`src/lsbe_pkg.sv`:
```
// Package for the carry-AND, arithmetic shift and carry-clear branch unit
package lsbe_pkg;

  // Register byte offsets
  localparam logic [7:0] OFF_RF_LAST = 8'h1C;
  localparam logic [7:0] OFF_CMD     = 8'h20;
  localparam logic [7:0] OFF_FLAGS   = 8'h24;
  localparam logic [7:0] OFF_PC      = 8'h28;
  localparam logic [7:0] OFF_STATUS  = 8'h2C;

  // Operation codes
  localparam logic [2:0] OP_AND_CARRY_BIT     = 3'h0;
  localparam logic [2:0] OP_AND_CARRY_INV_BIT = 3'h1;
  localparam logic [2:0] OP_ARITH_SHIFT_LEFT  = 3'h2;
  localparam logic [2:0] OP_ARITH_SHIFT_RIGHT = 3'h3;
  localparam logic [2:0] OP_BRANCH_CARRY_CLR  = 3'h4;

  // size_field encodings
  localparam logic [1:0] SIZE_BYTE  = 2'h0;
  localparam logic [1:0] SIZE_WORD  = 2'h2;
  localparam logic [1:0] SIZE_DWORD = 2'h3;

  localparam logic [4:0] MSB_BYTE  = 5'h07;
  localparam logic [4:0] MSB_WORD  = 5'h0F;
  localparam logic [4:0] MSB_DWORD = 5'h1F;

  // Clock counts per instruction
  localparam logic [7:0] CLK_CARRY_BIT   = 8'h04;
  localparam logic [7:0] CLK_SHIFT_SHORT = 8'h04;
  localparam logic [7:0] CLK_SHIFT_LONG  = 8'h06;
  localparam logic [7:0] CLK_BRANCH_TKN  = 8'h06;
  localparam logic [7:0] CLK_BRANCH_NOT  = 8'h03;

  // Bit addresses below this limit map onto the register file
  localparam logic [9:0]  BIT_RF_LIMIT = 10'h080;
  localparam logic [15:0] PC_STEP      = 16'h0002;
  localparam logic [15:0] PC_ALIGN     = 16'hFFFE;

  // Status bit positions
  localparam int ST_BUSY  = 0;
  localparam int ST_TAKEN = 1;
  localparam int ST_ERR   = 2;

  typedef struct packed {
    logic [15:0] arg;
    logic        rsv_a;
    logic [2:0]  src;
    logic        rsv_b;
    logic [2:0]  dst;
    logic        rsv_c;
    logic        cnt_reg;
    logic [1:0]  size;
    logic        rsv_d;
    logic [2:0]  op;
  } lsbe_cmd_type;

  typedef struct packed {
    logic z;
    logic n;
    logic v;
    logic c;
  } lsbe_flags_type;

  typedef struct packed {
    logic [31:0] val;
    logic        c;
    logic        v;
  } lsbe_step_type;

  typedef enum logic [1:0] {
    ST_IDLE = 2'b01,
    ST_EXEC = 2'b10
  } lsbe_state_type;

  function automatic logic [4:0] msb_of(input logic [1:0] sz);
    logic [4:0] m;
    unique case (sz)
      SIZE_BYTE: m = MSB_BYTE;
      SIZE_WORD: m = MSB_WORD;
      default:   m = MSB_DWORD;
    endcase
    return m;
  endfunction : msb_of

  function automatic logic [31:0] size_mask(input logic [1:0] sz);
    return 32'hFFFFFFFF >> (MSB_DWORD - msb_of(sz));
  endfunction : size_mask

  // One bit position of an arithmetic shift
  function automatic lsbe_step_type shift_step(input logic [31:0] val,
                                                input logic [1:0]  sz,
                                                input logic        left);
    lsbe_step_type s;
    logic [4:0]    m;
    m = msb_of(sz);
    if (left) begin
      s.c      = val[m];
      s.val    = (val << 1) & size_mask(sz);
      s.v      = s.val[m] ^ val[m];
    end else begin
      s.c      = val[0];
      s.val    = val >> 1;
      s.val[m] = val[m];
      s.v      = 1'b0;
    end
    return s;
  endfunction : shift_step

  function automatic logic [31:0] lane_merge(input logic [31:0] old,
                                             input logic [31:0] dat,
                                             input logic [3:0]  sel);
    logic [31:0] r;
    r = old;
    for (int i = 0; i < 4; i++) begin
      if (sel[i]) begin
        r[i*8 +: 8] = dat[i*8 +: 8];
      end
    end
    return r;
  endfunction : lane_merge

endpackage : lsbe_pkg

```
`src/lsbe_exec.sv`:
```
// Execution unit: carry-AND with bit, arithmetic shifts, branch on carry clear
//
// Summary of operation
// RULE1 - carry becomes carry AND addressed bit
// RULE2 - carry becomes carry AND inverted addressed bit
// RULE3 - carry-AND ops: 3 bytes, 4 clocks, 10-bit address
// RULE4 - carry-AND ops touch no other flag
// RULE5 - left shift fills low bits with zeros
// RULE6 - left shift: carry holds last msb out
// RULE7 - zero count leaves destination unshifted
// RULE8 - immediate count: 4 bits, or 5 for dword
// RULE9 - register count uses only low 5 bits
// RULE10 - size field 00 byte, 10 word, 11 dword
// RULE11 - dword shift uses aligned pair, named low
// RULE12 - count operand never modified by shift
// RULE13 - overflow sticky on any sign change, else cleared
// RULE14 - left shift updates carry, overflow, negative, zero
// RULE15 - shift clocks 4 or 6 plus count/2
// RULE16 - right shift refills top with sign
// RULE17 - right shift: carry holds last bit0 out
// RULE18 - right shift keeps overflow unchanged
// RULE19 - branch taken only when carry clear
// RULE20 - pc plus 2, plus twice disp, bit0 cleared
// RULE21 - branch window +254 to -256, word aligned
// RULE22 - shifts set negative from msb, zero on zero
`timescale 1ns/1ps

module lsbe_exec (
  input  wire logic        clk_i,
  input  wire logic        rst_i,
  input  wire logic        wb_cyc_i,
  input  wire logic        wb_stb_i,
  input  wire logic        wb_we_i,
  input  wire logic [7:0]  wb_adr_i,
  input  wire logic [3:0]  wb_sel_i,
  input  wire logic [31:0] wb_dat_i,
  output logic      [31:0] wb_dat_o,
  output logic             wb_ack_o,
  output logic             busy_o
);

  // Bus slave state
  logic [31:0] next_dat;
  logic        next_ack;

  // Core state
  logic [15:0]            rf [8];
  logic [15:0]            next_rf [8];
  lsbe_pkg::lsbe_flags_type flg;
  lsbe_pkg::lsbe_flags_type next_flg;
  logic [15:0]            pc;
  logic [15:0]            next_pc;
  lsbe_pkg::lsbe_state_type state;
  lsbe_pkg::lsbe_state_type next_state;
  lsbe_pkg::lsbe_cmd_type   cmd_q;
  lsbe_pkg::lsbe_cmd_type   next_cmd_q;
  logic [7:0]             cyc_left;
  logic [7:0]             next_cyc_left;
  logic [4:0]             rem;
  logic [4:0]             next_rem;
  logic [4:0]             count_q;
  logic [4:0]             next_count_q;
  logic [31:0]            work;
  logic [31:0]            next_work;
  logic [31:0]            orig_q;
  logic [31:0]            next_orig_q;
  logic                   cacc;
  logic                   next_cacc;
  logic                   vacc;
  logic                   next_vacc;
  logic                   bitv_q;
  logic                   next_bitv_q;
  logic                   taken;
  logic                   next_taken;
  logic                   err;
  logic                   next_err;
  logic                   next_busy;

  // Decode helpers
  logic                   wr_take;
  logic                   start;
  logic                   commit;
  logic                   is_shift;
  lsbe_pkg::lsbe_cmd_type   cmd_in;
  logic [2:0]             dlo;
  logic [2:0]             dhi;
  logic [4:0]             cnt_in;
  logic [9:0]             bit_adr;
  logic [4:0]             msb_q;
  logic [31:0]            mask_q;

  always_comb begin
    cmd_in   = lsbe_pkg::lsbe_cmd_type'(wb_dat_i);
    wr_take  = wb_cyc_i && wb_stb_i && wb_we_i && wb_ack_o;
    is_shift = (cmd_in.op == lsbe_pkg::OP_ARITH_SHIFT_LEFT) ||
               (cmd_in.op == lsbe_pkg::OP_ARITH_SHIFT_RIGHT);
    start    = wr_take && (wb_adr_i == lsbe_pkg::OFF_CMD) && (state == lsbe_pkg::ST_IDLE) &&
               (wb_sel_i == 4'hF);
    commit   = (state == lsbe_pkg::ST_EXEC) && (cyc_left == 8'h01);
    // Dword names the low half of an aligned pair
    dlo      = {cmd_in.dst[2:1], 1'b0}; // [RULE11]
    dhi      = {cmd_in.dst[2:1], 1'b1}; // [RULE11]
    bit_adr  = cmd_in.arg[9:0]; // [RULE3]
    msb_q    = lsbe_pkg::msb_of(cmd_q.size);
    mask_q   = lsbe_pkg::size_mask(cmd_q.size);
    if (cmd_in.cnt_reg) begin
      cnt_in = rf[cmd_in.src][4:0]; // [RULE9]
    end else if (cmd_in.size == lsbe_pkg::SIZE_DWORD) begin
      cnt_in = cmd_in.arg[4:0]; // [RULE8]
    end else begin
      cnt_in = {1'b0, cmd_in.arg[3:0]}; // [RULE8]
    end
  end

  // Bus slave: ack one cycle after request, dropped the cycle after
  always_comb begin
    next_ack = wb_cyc_i && wb_stb_i && !wb_ack_o;
    next_dat = wb_dat_o;
    if (next_ack && !wb_we_i) begin
      next_dat = 32'h0;
      if (wb_adr_i <= lsbe_pkg::OFF_RF_LAST) begin
        next_dat = {16'h0, rf[wb_adr_i[4:2]]};
      end else if (wb_adr_i == lsbe_pkg::OFF_CMD) begin
        next_dat = cmd_q;
      end else if (wb_adr_i == lsbe_pkg::OFF_FLAGS) begin
        next_dat = {28'h0, flg};
      end else if (wb_adr_i == lsbe_pkg::OFF_PC) begin
        next_dat = {16'h0, pc};
      end else if (wb_adr_i == lsbe_pkg::OFF_STATUS) begin
        next_dat[lsbe_pkg::ST_BUSY]  = busy_o;
        next_dat[lsbe_pkg::ST_TAKEN] = taken;
        next_dat[lsbe_pkg::ST_ERR]   = err;
      end
    end
  end

  always_ff @(posedge clk_i) begin
    if (rst_i) begin
      wb_ack_o <= 1'b0;
      wb_dat_o <= 32'h0;
    end else begin
      wb_ack_o <= next_ack;
      wb_dat_o <= next_dat;
    end
  end

  // Core next-state logic
  always_comb begin
    lsbe_pkg::lsbe_step_type st;
    logic [31:0] tmp;
    logic [15:0] disp;
    st            = '0;
    tmp           = 32'h0;
    disp          = 16'h0;
    next_rf       = rf;
    next_flg      = flg;
    next_pc       = pc;
    next_state    = state;
    next_cmd_q    = cmd_q;
    next_cyc_left = cyc_left;
    next_rem      = rem;
    next_count_q  = count_q;
    next_work     = work;
    next_orig_q   = orig_q;
    next_cacc     = cacc;
    next_vacc     = vacc;
    next_bitv_q   = bitv_q;
    next_taken    = taken;
    next_err      = err;

    // Software writes only while idle
    if (wr_take && (state == lsbe_pkg::ST_IDLE)) begin
      if (wb_adr_i <= lsbe_pkg::OFF_RF_LAST) begin
        tmp = lsbe_pkg::lane_merge({16'h0, rf[wb_adr_i[4:2]]}, wb_dat_i, wb_sel_i);
        next_rf[wb_adr_i[4:2]] = tmp[15:0];
      end else if (wb_adr_i == lsbe_pkg::OFF_FLAGS) begin
        tmp = lsbe_pkg::lane_merge({28'h0, flg}, wb_dat_i, wb_sel_i);
        next_flg = tmp[3:0];
      end else if (wb_adr_i == lsbe_pkg::OFF_PC) begin
        tmp = lsbe_pkg::lane_merge({16'h0, pc}, wb_dat_i, wb_sel_i);
        next_pc = tmp[15:0];
      end
    end

    if (start) begin
      next_cmd_q = cmd_in;
      if (is_shift && (cmd_in.size != lsbe_pkg::SIZE_BYTE) &&
          (cmd_in.size != lsbe_pkg::SIZE_WORD) && (cmd_in.size != lsbe_pkg::SIZE_DWORD)) begin
        next_err = 1'b1; // [RULE10]
      end else begin
        next_err   = 1'b0;
        next_state = lsbe_pkg::ST_EXEC;
        next_cacc  = flg.c;
        next_vacc  = 1'b0;
        unique case (cmd_in.size)
          lsbe_pkg::SIZE_BYTE: tmp = {24'h0, rf[cmd_in.dst][7:0]}; // [RULE10]
          lsbe_pkg::SIZE_WORD: tmp = {16'h0, rf[cmd_in.dst]};      // [RULE10]
          default:             tmp = {rf[dhi], rf[dlo]};           // [RULE11]
        endcase
        next_work    = tmp;
        next_orig_q  = tmp;
        next_count_q = cnt_in;
        next_rem     = cnt_in;
        next_bitv_q  = (bit_adr < lsbe_pkg::BIT_RF_LIMIT) ?
                       rf[bit_adr[6:4]][bit_adr[3:0]] : 1'b0;
        if (is_shift && (cmd_in.size == lsbe_pkg::SIZE_DWORD)) begin
          next_cyc_left = lsbe_pkg::CLK_SHIFT_LONG + {4'h0, cnt_in[4:1]};  // [RULE15]
        end else if (is_shift) begin
          next_cyc_left = lsbe_pkg::CLK_SHIFT_SHORT + {4'h0, cnt_in[4:1]}; // [RULE15]
        end else if (cmd_in.op == lsbe_pkg::OP_BRANCH_CARRY_CLR) begin
          next_cyc_left = flg.c ? lsbe_pkg::CLK_BRANCH_NOT : lsbe_pkg::CLK_BRANCH_TKN;
        end else begin
          next_cyc_left = lsbe_pkg::CLK_CARRY_BIT; // [RULE3]
        end
      end
    end

    if (state == lsbe_pkg::ST_EXEC) begin
      next_cyc_left = cyc_left - 8'h01;
      // Up to two bit positions per clock
      tmp = work;
      for (int i = 0; i < 2; i++) begin
        if ((i == 0 && rem != 5'h0) || (i == 1 && rem > 5'h1)) begin // [RULE7]
          st   = lsbe_pkg::shift_step(tmp, cmd_q.size,
                                      cmd_q.op == lsbe_pkg::OP_ARITH_SHIFT_LEFT); // [RULE5]
          tmp  = st.val;            // [RULE16]
          next_cacc = st.c;         // [RULE6] [RULE17]
          next_vacc = next_vacc | st.v; // [RULE13]
        end
      end
      if (cmd_q.op == lsbe_pkg::OP_ARITH_SHIFT_LEFT ||
          cmd_q.op == lsbe_pkg::OP_ARITH_SHIFT_RIGHT) begin
        next_work = tmp;
        next_rem  = (rem > 5'h1) ? rem - 5'h2 : 5'h0;
      end
      if (commit) begin
        next_state = lsbe_pkg::ST_IDLE;
        unique case (cmd_q.op)
          lsbe_pkg::OP_AND_CARRY_BIT:     next_flg.c = flg.c & bitv_q;  // [RULE1] [RULE4]
          lsbe_pkg::OP_AND_CARRY_INV_BIT: next_flg.c = flg.c & ~bitv_q; // [RULE2] [RULE4]
          lsbe_pkg::OP_BRANCH_CARRY_CLR: begin
            disp = {{7{cmd_q.arg[7]}}, cmd_q.arg[7:0], 1'b0}; // [RULE21]
            next_taken = !flg.c; // [RULE19]
            next_pc    = pc + lsbe_pkg::PC_STEP; // [RULE20]
            if (!flg.c) begin
              next_pc = (pc + lsbe_pkg::PC_STEP + disp) & lsbe_pkg::PC_ALIGN; // [RULE20]
            end
          end
          default: begin
            // Count register left alone, only destination written
            next_flg.c = cacc; // [RULE14] [RULE12]
            if (cmd_q.op == lsbe_pkg::OP_ARITH_SHIFT_LEFT) begin // [RULE18]
              next_flg.v = vacc; // [RULE13]
            end
            next_flg.n = work[msb_q];                  // [RULE22]
            next_flg.z = ((work & mask_q) == 32'h0);   // [RULE22]
            unique case (cmd_q.size)
              lsbe_pkg::SIZE_BYTE: next_rf[cmd_q.dst][7:0] = work[7:0];
              lsbe_pkg::SIZE_WORD: next_rf[cmd_q.dst] = work[15:0];
              default: begin
                next_rf[{cmd_q.dst[2:1], 1'b0}] = work[15:0];  // [RULE11]
                next_rf[{cmd_q.dst[2:1], 1'b1}] = work[31:16]; // [RULE11]
              end
            endcase
          end
        endcase
      end
    end
    next_busy = (next_state == lsbe_pkg::ST_EXEC);
  end

  always_ff @(posedge clk_i) begin
    if (rst_i) begin
      for (int i = 0; i < 8; i++) begin
        rf[i] <= 16'h0;
      end
      flg      <= '0;
      pc       <= 16'h0;
      state    <= lsbe_pkg::ST_IDLE;
      cmd_q    <= '0;
      cyc_left <= 8'h0;
      rem      <= 5'h0;
      count_q  <= 5'h0;
      work     <= 32'h0;
      orig_q   <= 32'h0;
      cacc     <= 1'b0;
      vacc     <= 1'b0;
      bitv_q   <= 1'b0;
      taken    <= 1'b0;
      err      <= 1'b0;
      busy_o   <= 1'b0;
    end else begin
      rf       <= next_rf;
      flg      <= next_flg;
      pc       <= next_pc;
      state    <= next_state;
      cmd_q    <= next_cmd_q;
      cyc_left <= next_cyc_left;
      rem      <= next_rem;
      count_q  <= next_count_q;
      work     <= next_work;
      orig_q   <= next_orig_q;
      cacc     <= next_cacc;
      vacc     <= next_vacc;
      bitv_q   <= next_bitv_q;
      taken    <= next_taken;
      err      <= next_err;
      busy_o   <= next_busy;
    end
  end

  // Checking helpers
  logic [5:0]  out_idx;
  logic        c_expect;
  logic [31:0] low_mask;
  logic        is_asl_q;
  logic        is_asr_q;
  logic        is_bit_q;
  assign is_asl_q = (cmd_q.op == lsbe_pkg::OP_ARITH_SHIFT_LEFT);
  assign is_asr_q = (cmd_q.op == lsbe_pkg::OP_ARITH_SHIFT_RIGHT);
  assign is_bit_q = (cmd_q.op == lsbe_pkg::OP_AND_CARRY_BIT) ||
                    (cmd_q.op == lsbe_pkg::OP_AND_CARRY_INV_BIT);
  assign out_idx  = {1'b0, msb_q} + 6'h01 - {1'b0, count_q};
  assign c_expect = orig_q[out_idx[4:0]];
  assign low_mask = ~(32'hFFFFFFFF << count_q);

  chk_carry_and_bit: assert property (@(posedge clk_i) disable iff (rst_i) // [RULE1]
    commit && cmd_q.op == lsbe_pkg::OP_AND_CARRY_BIT |=> flg.c == $past(flg.c & bitv_q))
    else $error("carry-AND with bit gave wrong carry");
  chk_carry_and_inv: assert property (@(posedge clk_i) disable iff (rst_i) // [RULE2]
    commit && cmd_q.op == lsbe_pkg::OP_AND_CARRY_INV_BIT |=> flg.c == $past(flg.c & ~bitv_q))
    else $error("carry-AND with inverted bit gave wrong carry");
  chk_bit_op_clocks: assert property (@(posedge clk_i) disable iff (rst_i) // [RULE3]
    start && (cmd_in.op == lsbe_pkg::OP_AND_CARRY_BIT) |=> busy_o [*4] ##1 !busy_o)
    else $error("carry-AND bit op not four clocks");
  chk_bit_other_flags: assert property (@(posedge clk_i) disable iff (rst_i) // [RULE4]
    commit && is_bit_q |=> $stable(flg.v) && $stable(flg.n) && $stable(flg.z))
    else $error("carry-AND bit op touched other flags");
  chk_asl_zero_fill: assert property (@(posedge clk_i) disable iff (rst_i) // [RULE5]
    commit && is_asl_q |-> (work & low_mask) == 32'h0)
    else $error("left shift low bits not zero");
  chk_asl_carry_out: assert property (@(posedge clk_i) disable iff (rst_i) // [RULE6]
    commit && is_asl_q && count_q != 5'h0 && {1'b0, count_q} <= {1'b0, msb_q} + 6'h01
    |=> flg.c == $past(c_expect))
    else $error("left shift carry not last bit out");
  chk_zero_count: assert property (@(posedge clk_i) disable iff (rst_i) // [RULE7]
    commit && (is_asl_q || is_asr_q) && count_q == 5'h0 |-> work == orig_q)
    else $error("zero count changed destination");
  chk_reg_count_low: assert property (@(posedge clk_i) disable iff (rst_i) // [RULE9]
    start && cmd_in.cnt_reg && cmd_in.op == lsbe_pkg::OP_ARITH_SHIFT_RIGHT
    |=> count_q == $past(rf[cmd_in.src][4:0]))
    else $error("register count not truncated to five bits");
  chk_shift_clocks: assert property (@(posedge clk_i) disable iff (rst_i) // [RULE15]
    start && cmd_in.op == lsbe_pkg::OP_ARITH_SHIFT_LEFT && cmd_in.size == lsbe_pkg::SIZE_WORD &&
    !cmd_in.cnt_reg && cmd_in.arg[3:0] == 4'h4 |=> busy_o [*6] ##1 !busy_o)
    else $error("word shift by four not six clocks");
  chk_asr_sign_fill: assert property (@(posedge clk_i) disable iff (rst_i) // [RULE16]
    commit && is_asr_q |-> work[msb_q] == orig_q[msb_q])
    else $error("right shift lost sign bit");
  chk_asr_keeps_v: assert property (@(posedge clk_i) disable iff (rst_i) // [RULE18]
    commit && is_asr_q |=> $stable(flg.v))
    else $error("right shift changed overflow");
  chk_branch_target: assert property (@(posedge clk_i) disable iff (rst_i) // [RULE20]
    start && cmd_in.op == lsbe_pkg::OP_BRANCH_CARRY_CLR && flg.c
    |=> ##3 pc == $past(pc, 4) + lsbe_pkg::PC_STEP && !taken)
    else $error("branch not skipped with carry set");

endmodule : lsbe_exec

```
`config.mk`:
```
export PLATFORM = sky130hd
export DESIGN_NAME = lsbe_exec
export DESIGN_NICKNAME = d
export VERILOG_FILES = /design/src/lsbe_pkg.sv /design/src/lsbe_exec.sv
export SDC_FILE = /design/constraint.sdc
export NUM_CORES = 1
export LEC_CHECK = 0
export ABC_AREA = 1
export BUFFER_PORTS_ARGS = -buffer_cell sky130_fd_sc_hd__buf_2
export CAP_MARGIN = 15
export CORE_ASPECT_RATIO = 1.5
export CORE_UTILIZATION = 40
export CTS_CLUSTER_DIAMETER = 40
export DETAILED_ROUTE_END_ITERATION = 16
export SYNTH_ARGS = -nofsm -noshare
export SYNTH_HDL_FRONTEND = slang
export SYNTH_SLANG_ARGS = --single-unit
```
`constraint.sdc`:
```
create_clock -name clk_i -period 3.1 [get_ports clk_i]
set_clock_uncertainty 0.15 [all_clocks]
set_input_delay 0.155 -clock clk_i [delete_from_list [all_inputs] [get_ports clk_i]]
set_output_delay 0.155 -clock clk_i [all_outputs]
set_load 0.1 [all_outputs]
```
* After elaboration in Yosys (flattened, before gate mapping)
Index checks and enable logic that the tools add are counted.
** Operators by class
- Add/sub/neg operators :: 9
- Multipliers :: 0
- Div/mod/pow operators :: 0
- Order comparisons :: 22
- Eq/ne operators :: 22
- Shift-type cells :: 3
- Multiplexer cells :: 143
- Bitwise logic cells :: 20
- Reduce and logical (&&, ||, !) cells :: 36
** Operators by type and width (count)
- $bwmux W128 :: 5
- $mux W128 :: 5
- $mux W16 :: 23
- $bmux W16 S3 :: 6
- $mux W32 :: 9
- $pmux W128 S2 :: 1
- $demux W16 S3 :: 5
- $mux W34 :: 6
- $mux W5 :: 20
- $and A32 B32 Y32 :: 3
- $mux W8 :: 12
- $shr A32 B5 Y32 const A :: 3
- $bwmux W32 :: 2
- $pmux W32 S2 :: 1
- $ge A4 B4 Y1 const B :: 9
- $not A3 Y4 :: 9
- $eq A8 B6 Y1 const B :: 4
- $logic_not A32 Y1 :: 1
- $bmux W1 S5 :: 5
- $mux W4 :: 6
- $mux W1 :: 22
- $logic_and A1 B1 Y1 :: 20
- $lt A5 B6 Y1 const B :: 3
- $add A16 B16 Y16 :: 1
- 39 further kinds :: 74
** Storage, ports and cells
- Register bits after elaboration :: 266
- Bits in latches :: 0
- Bits in writable memories :: 0
- Memory bits (read-only) :: 0
- Input port bits :: 49
- Output and inout port bits :: 34
- Word-level logic and storage cells :: 290
- Memories kept :: 0

* Depth between registers and ports, before layout
- Word-level depth :: 26
- Mapped depth :: 20
- Depth with buffers taken out :: 20

* Worst setup path before layout
Ideal clock, no wire load.
- Path type :: register -> register
- Start :: reg wb_ack_o
- End :: reg rf[35] in the netlist's numbering
- Setup time :: 0.132 ns
- Data arrival time :: 2.328 ns
- Required time :: 2.818 ns
- Slack :: 0.490 ns
- Cell stages (with the launch flop) :: 9
- Path buffers :: 1
- Clock period less this slack :: 2.610 ns
- Path through :: dfxtp_1 > nand4_1 > nor3_1 > inv_1 > nor2_2 > clkbuf_1 > nand3_1 > nand3_1 > a21oi_1
** Between the ends
- Cells in the longest elaborated chain, start to end :: 9
- Elaborated cells between the ends (all ways) :: 11
- Those cells by class :: 9 x mux; 2 x reduce/logical
** RTL lines
- start, declared :: line lsbe_exec.sv:38 : output logic wb_ack_o,
- start signal, assigned :: line lsbe_exec.sv:142 : wb_ack_o <= next_ack;
- $logic_and A1 B1 Y1 (*) :: line lsbe_exec.sv:94 : wr_take = wb_cyc_i && wb_stb_i && wb_we_i && wb_ack_o;
- $logic_and A1 B1 Y1 (*) :: line lsbe_exec.sv:172 : if (wr_take && (state == lsbe_pkg::ST_IDLE)) begin
- $mux W128 (*) :: line lsbe_exec.sv:172
- $bwmux W128 :: line lsbe_exec.sv:261 : next_rf[{cmd_q.dst[2:1], 1'b0}] = work[15:0];
- $bwmux W128 :: line lsbe_exec.sv:262 : next_rf[{cmd_q.dst[2:1], 1'b1}] = work[31:16];
- $pmux W128 S2 :: line lsbe_exec.sv:257 : unique case (cmd_q.size)
- $mux W128 :: line lsbe_exec.sv:238 : unique case (cmd_q.op)
- $mux W128 :: line lsbe_exec.sv:236 : if (commit) begin
- $mux W128 (*) :: line lsbe_exec.sv:218 : if (state == lsbe_pkg::ST_EXEC) begin
- end signal, assigned :: line lsbe_exec.sv:293 : rf <= next_rf;
- end, declared :: line lsbe_exec.sv:47 : logic [15:0] rf [8];
Mark *: on every way between the ends. The rest lies on a longest branch, timed or not.
A chain may end at the register's enable or synchronous reset.

* Worst setup path after layout
- Start :: in wb_adr_i[0]
- End :: reg rf[35] in the netlist's numbering
** Between the ends
- Cells in the longest elaborated chain, start to end :: 9
- Elaborated cells between the ends (all ways) :: 11
- Those cells by class :: 1 x order compare; 10 x mux
** RTL lines
- start, declared :: line lsbe_exec.sv:34 : input wire logic [7:0] wb_adr_i,
- $le A8 B5 Y1 (*) :: line lsbe_exec.sv:173 : if (wb_adr_i <= lsbe_pkg::OFF_RF_LAST) begin
- $mux W128 (*) :: line lsbe_exec.sv:173
- $mux W128 (*) :: line lsbe_exec.sv:172
- $bwmux W128 :: line lsbe_exec.sv:261
- $bwmux W128 :: line lsbe_exec.sv:262
- $pmux W128 S2 :: line lsbe_exec.sv:257
- $mux W128 :: line lsbe_exec.sv:238
- $mux W128 :: line lsbe_exec.sv:236
- $mux W128 (*) :: line lsbe_exec.sv:218
Marks and branches as above.

==> results.txt <==
Status = finished, final reports clean
Routed Antenna Nets = 0
Syn Inst Count = 3319
Final instance area = 23100 µm²
RSZ-0062 raised after global routing = true
Maximum fanout along the worst path = 12
IO Pins = 83
Vias in the first global route = 24.0k
RD Place Congestion = 0.990
Placed Instances = 3975
Final critical-path share of the clock period = 97.1%
Largest net degree at the start of global routing = 87
CTS clk-pin slew, worst paths = 60 ps
Setup violators final = 0
CTS tree = done
Vias per Instance = 6.15
Pwr Total = 0.00976 W
First-pass GRT wire length = 146000 µm
Max-cap violations = 0
WP data arrival = 3350 ps
Area Growth Syn to Fin = 17.3%
Share of the synthesized area in the top cell type = 27.1%
Area contributors post-synth = dfxtp_1, nand2_1, o21ai_0
Cells on Worst Hold Path = 4
Slowest library cell on the worst path = dlygate4sd3_1
Residual DRC = 0
Post-placement cell area = 21200 µm²
Site Rows = 99
Main synth FF type = dfxtp_1
R2R depth = 16
Asr flop ratio synth = 0%
Seq/Total Area, Yosys = 27.1%
Final Max Tran Viols = 0
Initial antenna violation count = 4
Fmax = 332 MHz
Clock Path Buffers = 3
Post-synth EDFFs = 0
Clk sinks = 266
Die height = 274 µm
CP required = 3440 ps
Tot GR Track Use = 38.8%
Number of fill cells in the layout = 5156
Initial drt markers = 2907
Num CTS Buffers = 42
Final layout net count = 3478
Crit-path max cell delay = 590 ps
Critical Path Sink Type = flip-flop
Commonest non-fill, non-tap cell in the layout = nand2_1
Worst-Skew Late Latency = 570 ps
Yosys warning count = 0
GRT overflow = 0
# port buffers = 82
Final Hold Fails = 0
Via count = 25.2k
Peak supply drop = 0.000361 V
Worst-Margin Slew = 1140 ps
Crit path time final = 3010 ps
Crit-path cells = dlygate4sd3_1 -> buf_2 -> nor2_2 -> inv_2 -> dlygate4sd3_1 -> a21oi_4 -> nand2_2 -> nor2_2 -> buf_4 -> clkinvlp_4 -> buf_12 -> nand2_1 -> nand3_1 -> a21oi_1
Avg Inst Size Synth = 5.93 µm²
Commonest cells after routing, fill and taps aside = nand2_1, o21ai_0, nand3_1
Crit path kind = in2reg
Flops & latches, synth = 266
CTS Root Cell = clkbuf_16
P_leak = 8.92 nW
Pwr per Cell Area = 423 nW/µm²
Final WL = 99200 µm
Mapped Area = 19700 µm²
Initial core utilization = 40.5%
Fin cells = 4091
WL per Instance = 24.3 µm
Worst setup SP type = input pin
Slew margin rel. = 23.6%
HP Class = in2reg
Net count after synthesis = 3395
Top cell type by total area after synthesis = dfxtp_1
Synth cell types = 53
Setup TNS = 0 ps
H-tree Lvls = 2
Min Hold Slack = 0.986 ps
Die Area = 50100 µm²
Post-DP HPWL = 69700 µm
Share of layout cells above drive strength 1 = 9.93%
Die Width = 183 µm
DR pass1 iterations = 7
Setup slack, reg-to-reg = 230 ps
Core footprint = 48600 µm²
through the flow:
stage / utilization [%] / setup WS, ps
after floorplan: - / 490
after global placement: 43.6 / 209
after detailed placement: 43.6 / 201
after CTS: 47.4 / 153
after global routing: 47.5 / -44.2
final: 47.5 / 90.1
area by class of cell:
type / instances / area [µm²] / area share (%)
inverter: 246 / 928 / 4.02
tap: 656 / 821 / 3.56
sequential: 266 / 5330 / 23.1
clock inverter: 23 / 372 / 1.61
timing repair buffer: 248 / 1870 / 8.12
multi-input combinational: 2598 / 12600 / 54.7
clock buffer: 52 / 1140 / 4.94
antenna: 2 / 5.00 / 0.0217
logic make-up (layout without fill, tap and decap cells):
kind of cell,after synthesis,in the layout,share of synthesized area [%]
buf+inv,455,569,9.00
fa+ha+maj,27,27,1.75
other cells,0,2,0
simple gates,1591,1591,34.2
compound gates,966,966,27.4
flops,266,266,27.1
xor+xnor,14,14,0.623
metal layers:
metal  routed length (µm)  vias up  track usage (%)
met5                   39        -                0
met4                 8330        6             29.6
met3                11300      532             9.35
met2                45700     1614             64.2
met1                33900    11534             42.8
li1                     -    11486                -
worst max-delay path: cells and delay by family:
family                 cells  cell delay (ps)
AO/OA/AOI/OAI              2              480
buffers and inverters      7             2010
AND/OR/NAND/NOR            5              700
cell usage after synthesis, types with 8 or more instances:
library cell,number
nand2_1,806
o21ai_0,369
nand3_1,360
a21oi_1,356
nor2_1,328
dfxtp_1,266
inv_1,220
clkbuf_1,146
o211ai_1,66
buf_2,47
a22oi_1,34
nand4_1,30
a31oi_1,29
ha_1,26
o22ai_1,26
nor3_1,25
o21ai_1,16
buf_1,15
inv_2,14
a211oi_1,12
clkinv_1,12
o2111ai_1,12
xor2_1,11
o221ai_1,10
o31ai_1,10
nor2_4,9
nor2_2,8
path summary, 6_finish.rpt:
path,startpoint,endpoint
setup / recovery,wb_adr_i[0],rf[35]
setup reg to reg,pc[2],pc[14]
hold reg to reg,cmd_q[31],wb_dat_o[31]
hold / removal,wb_we_i,wb_dat_o[27]
repair_timing:
item	in CTS	in global routing
endpoints found under the setup margin	0	9
hold buffers	36	0
buffers inserted	0	3
resized for setup	0	5
hold endpoints to repair	46	0
state kept, by name, indices dropped and copies added (netlist names), 2 cells and up:
name and cells:
rf 128, rem 5, pc 16, cyc_left 8
flg 4, cmd_q 32, state 2, wb_dat_o 32
work 32
report_power, final:
part	internal, W	switching [W]	leakage [nW]	total [W]
logic	0.000243	0.000803	6.04	0.00105
clock network	0.00337	0.00190	0.741	0.00526
registers	0.00344	0.0000124	2.14	0.00345
total	0.00705	0.00271	8.92	0.00976
Power figures use the tool's default switching activity.
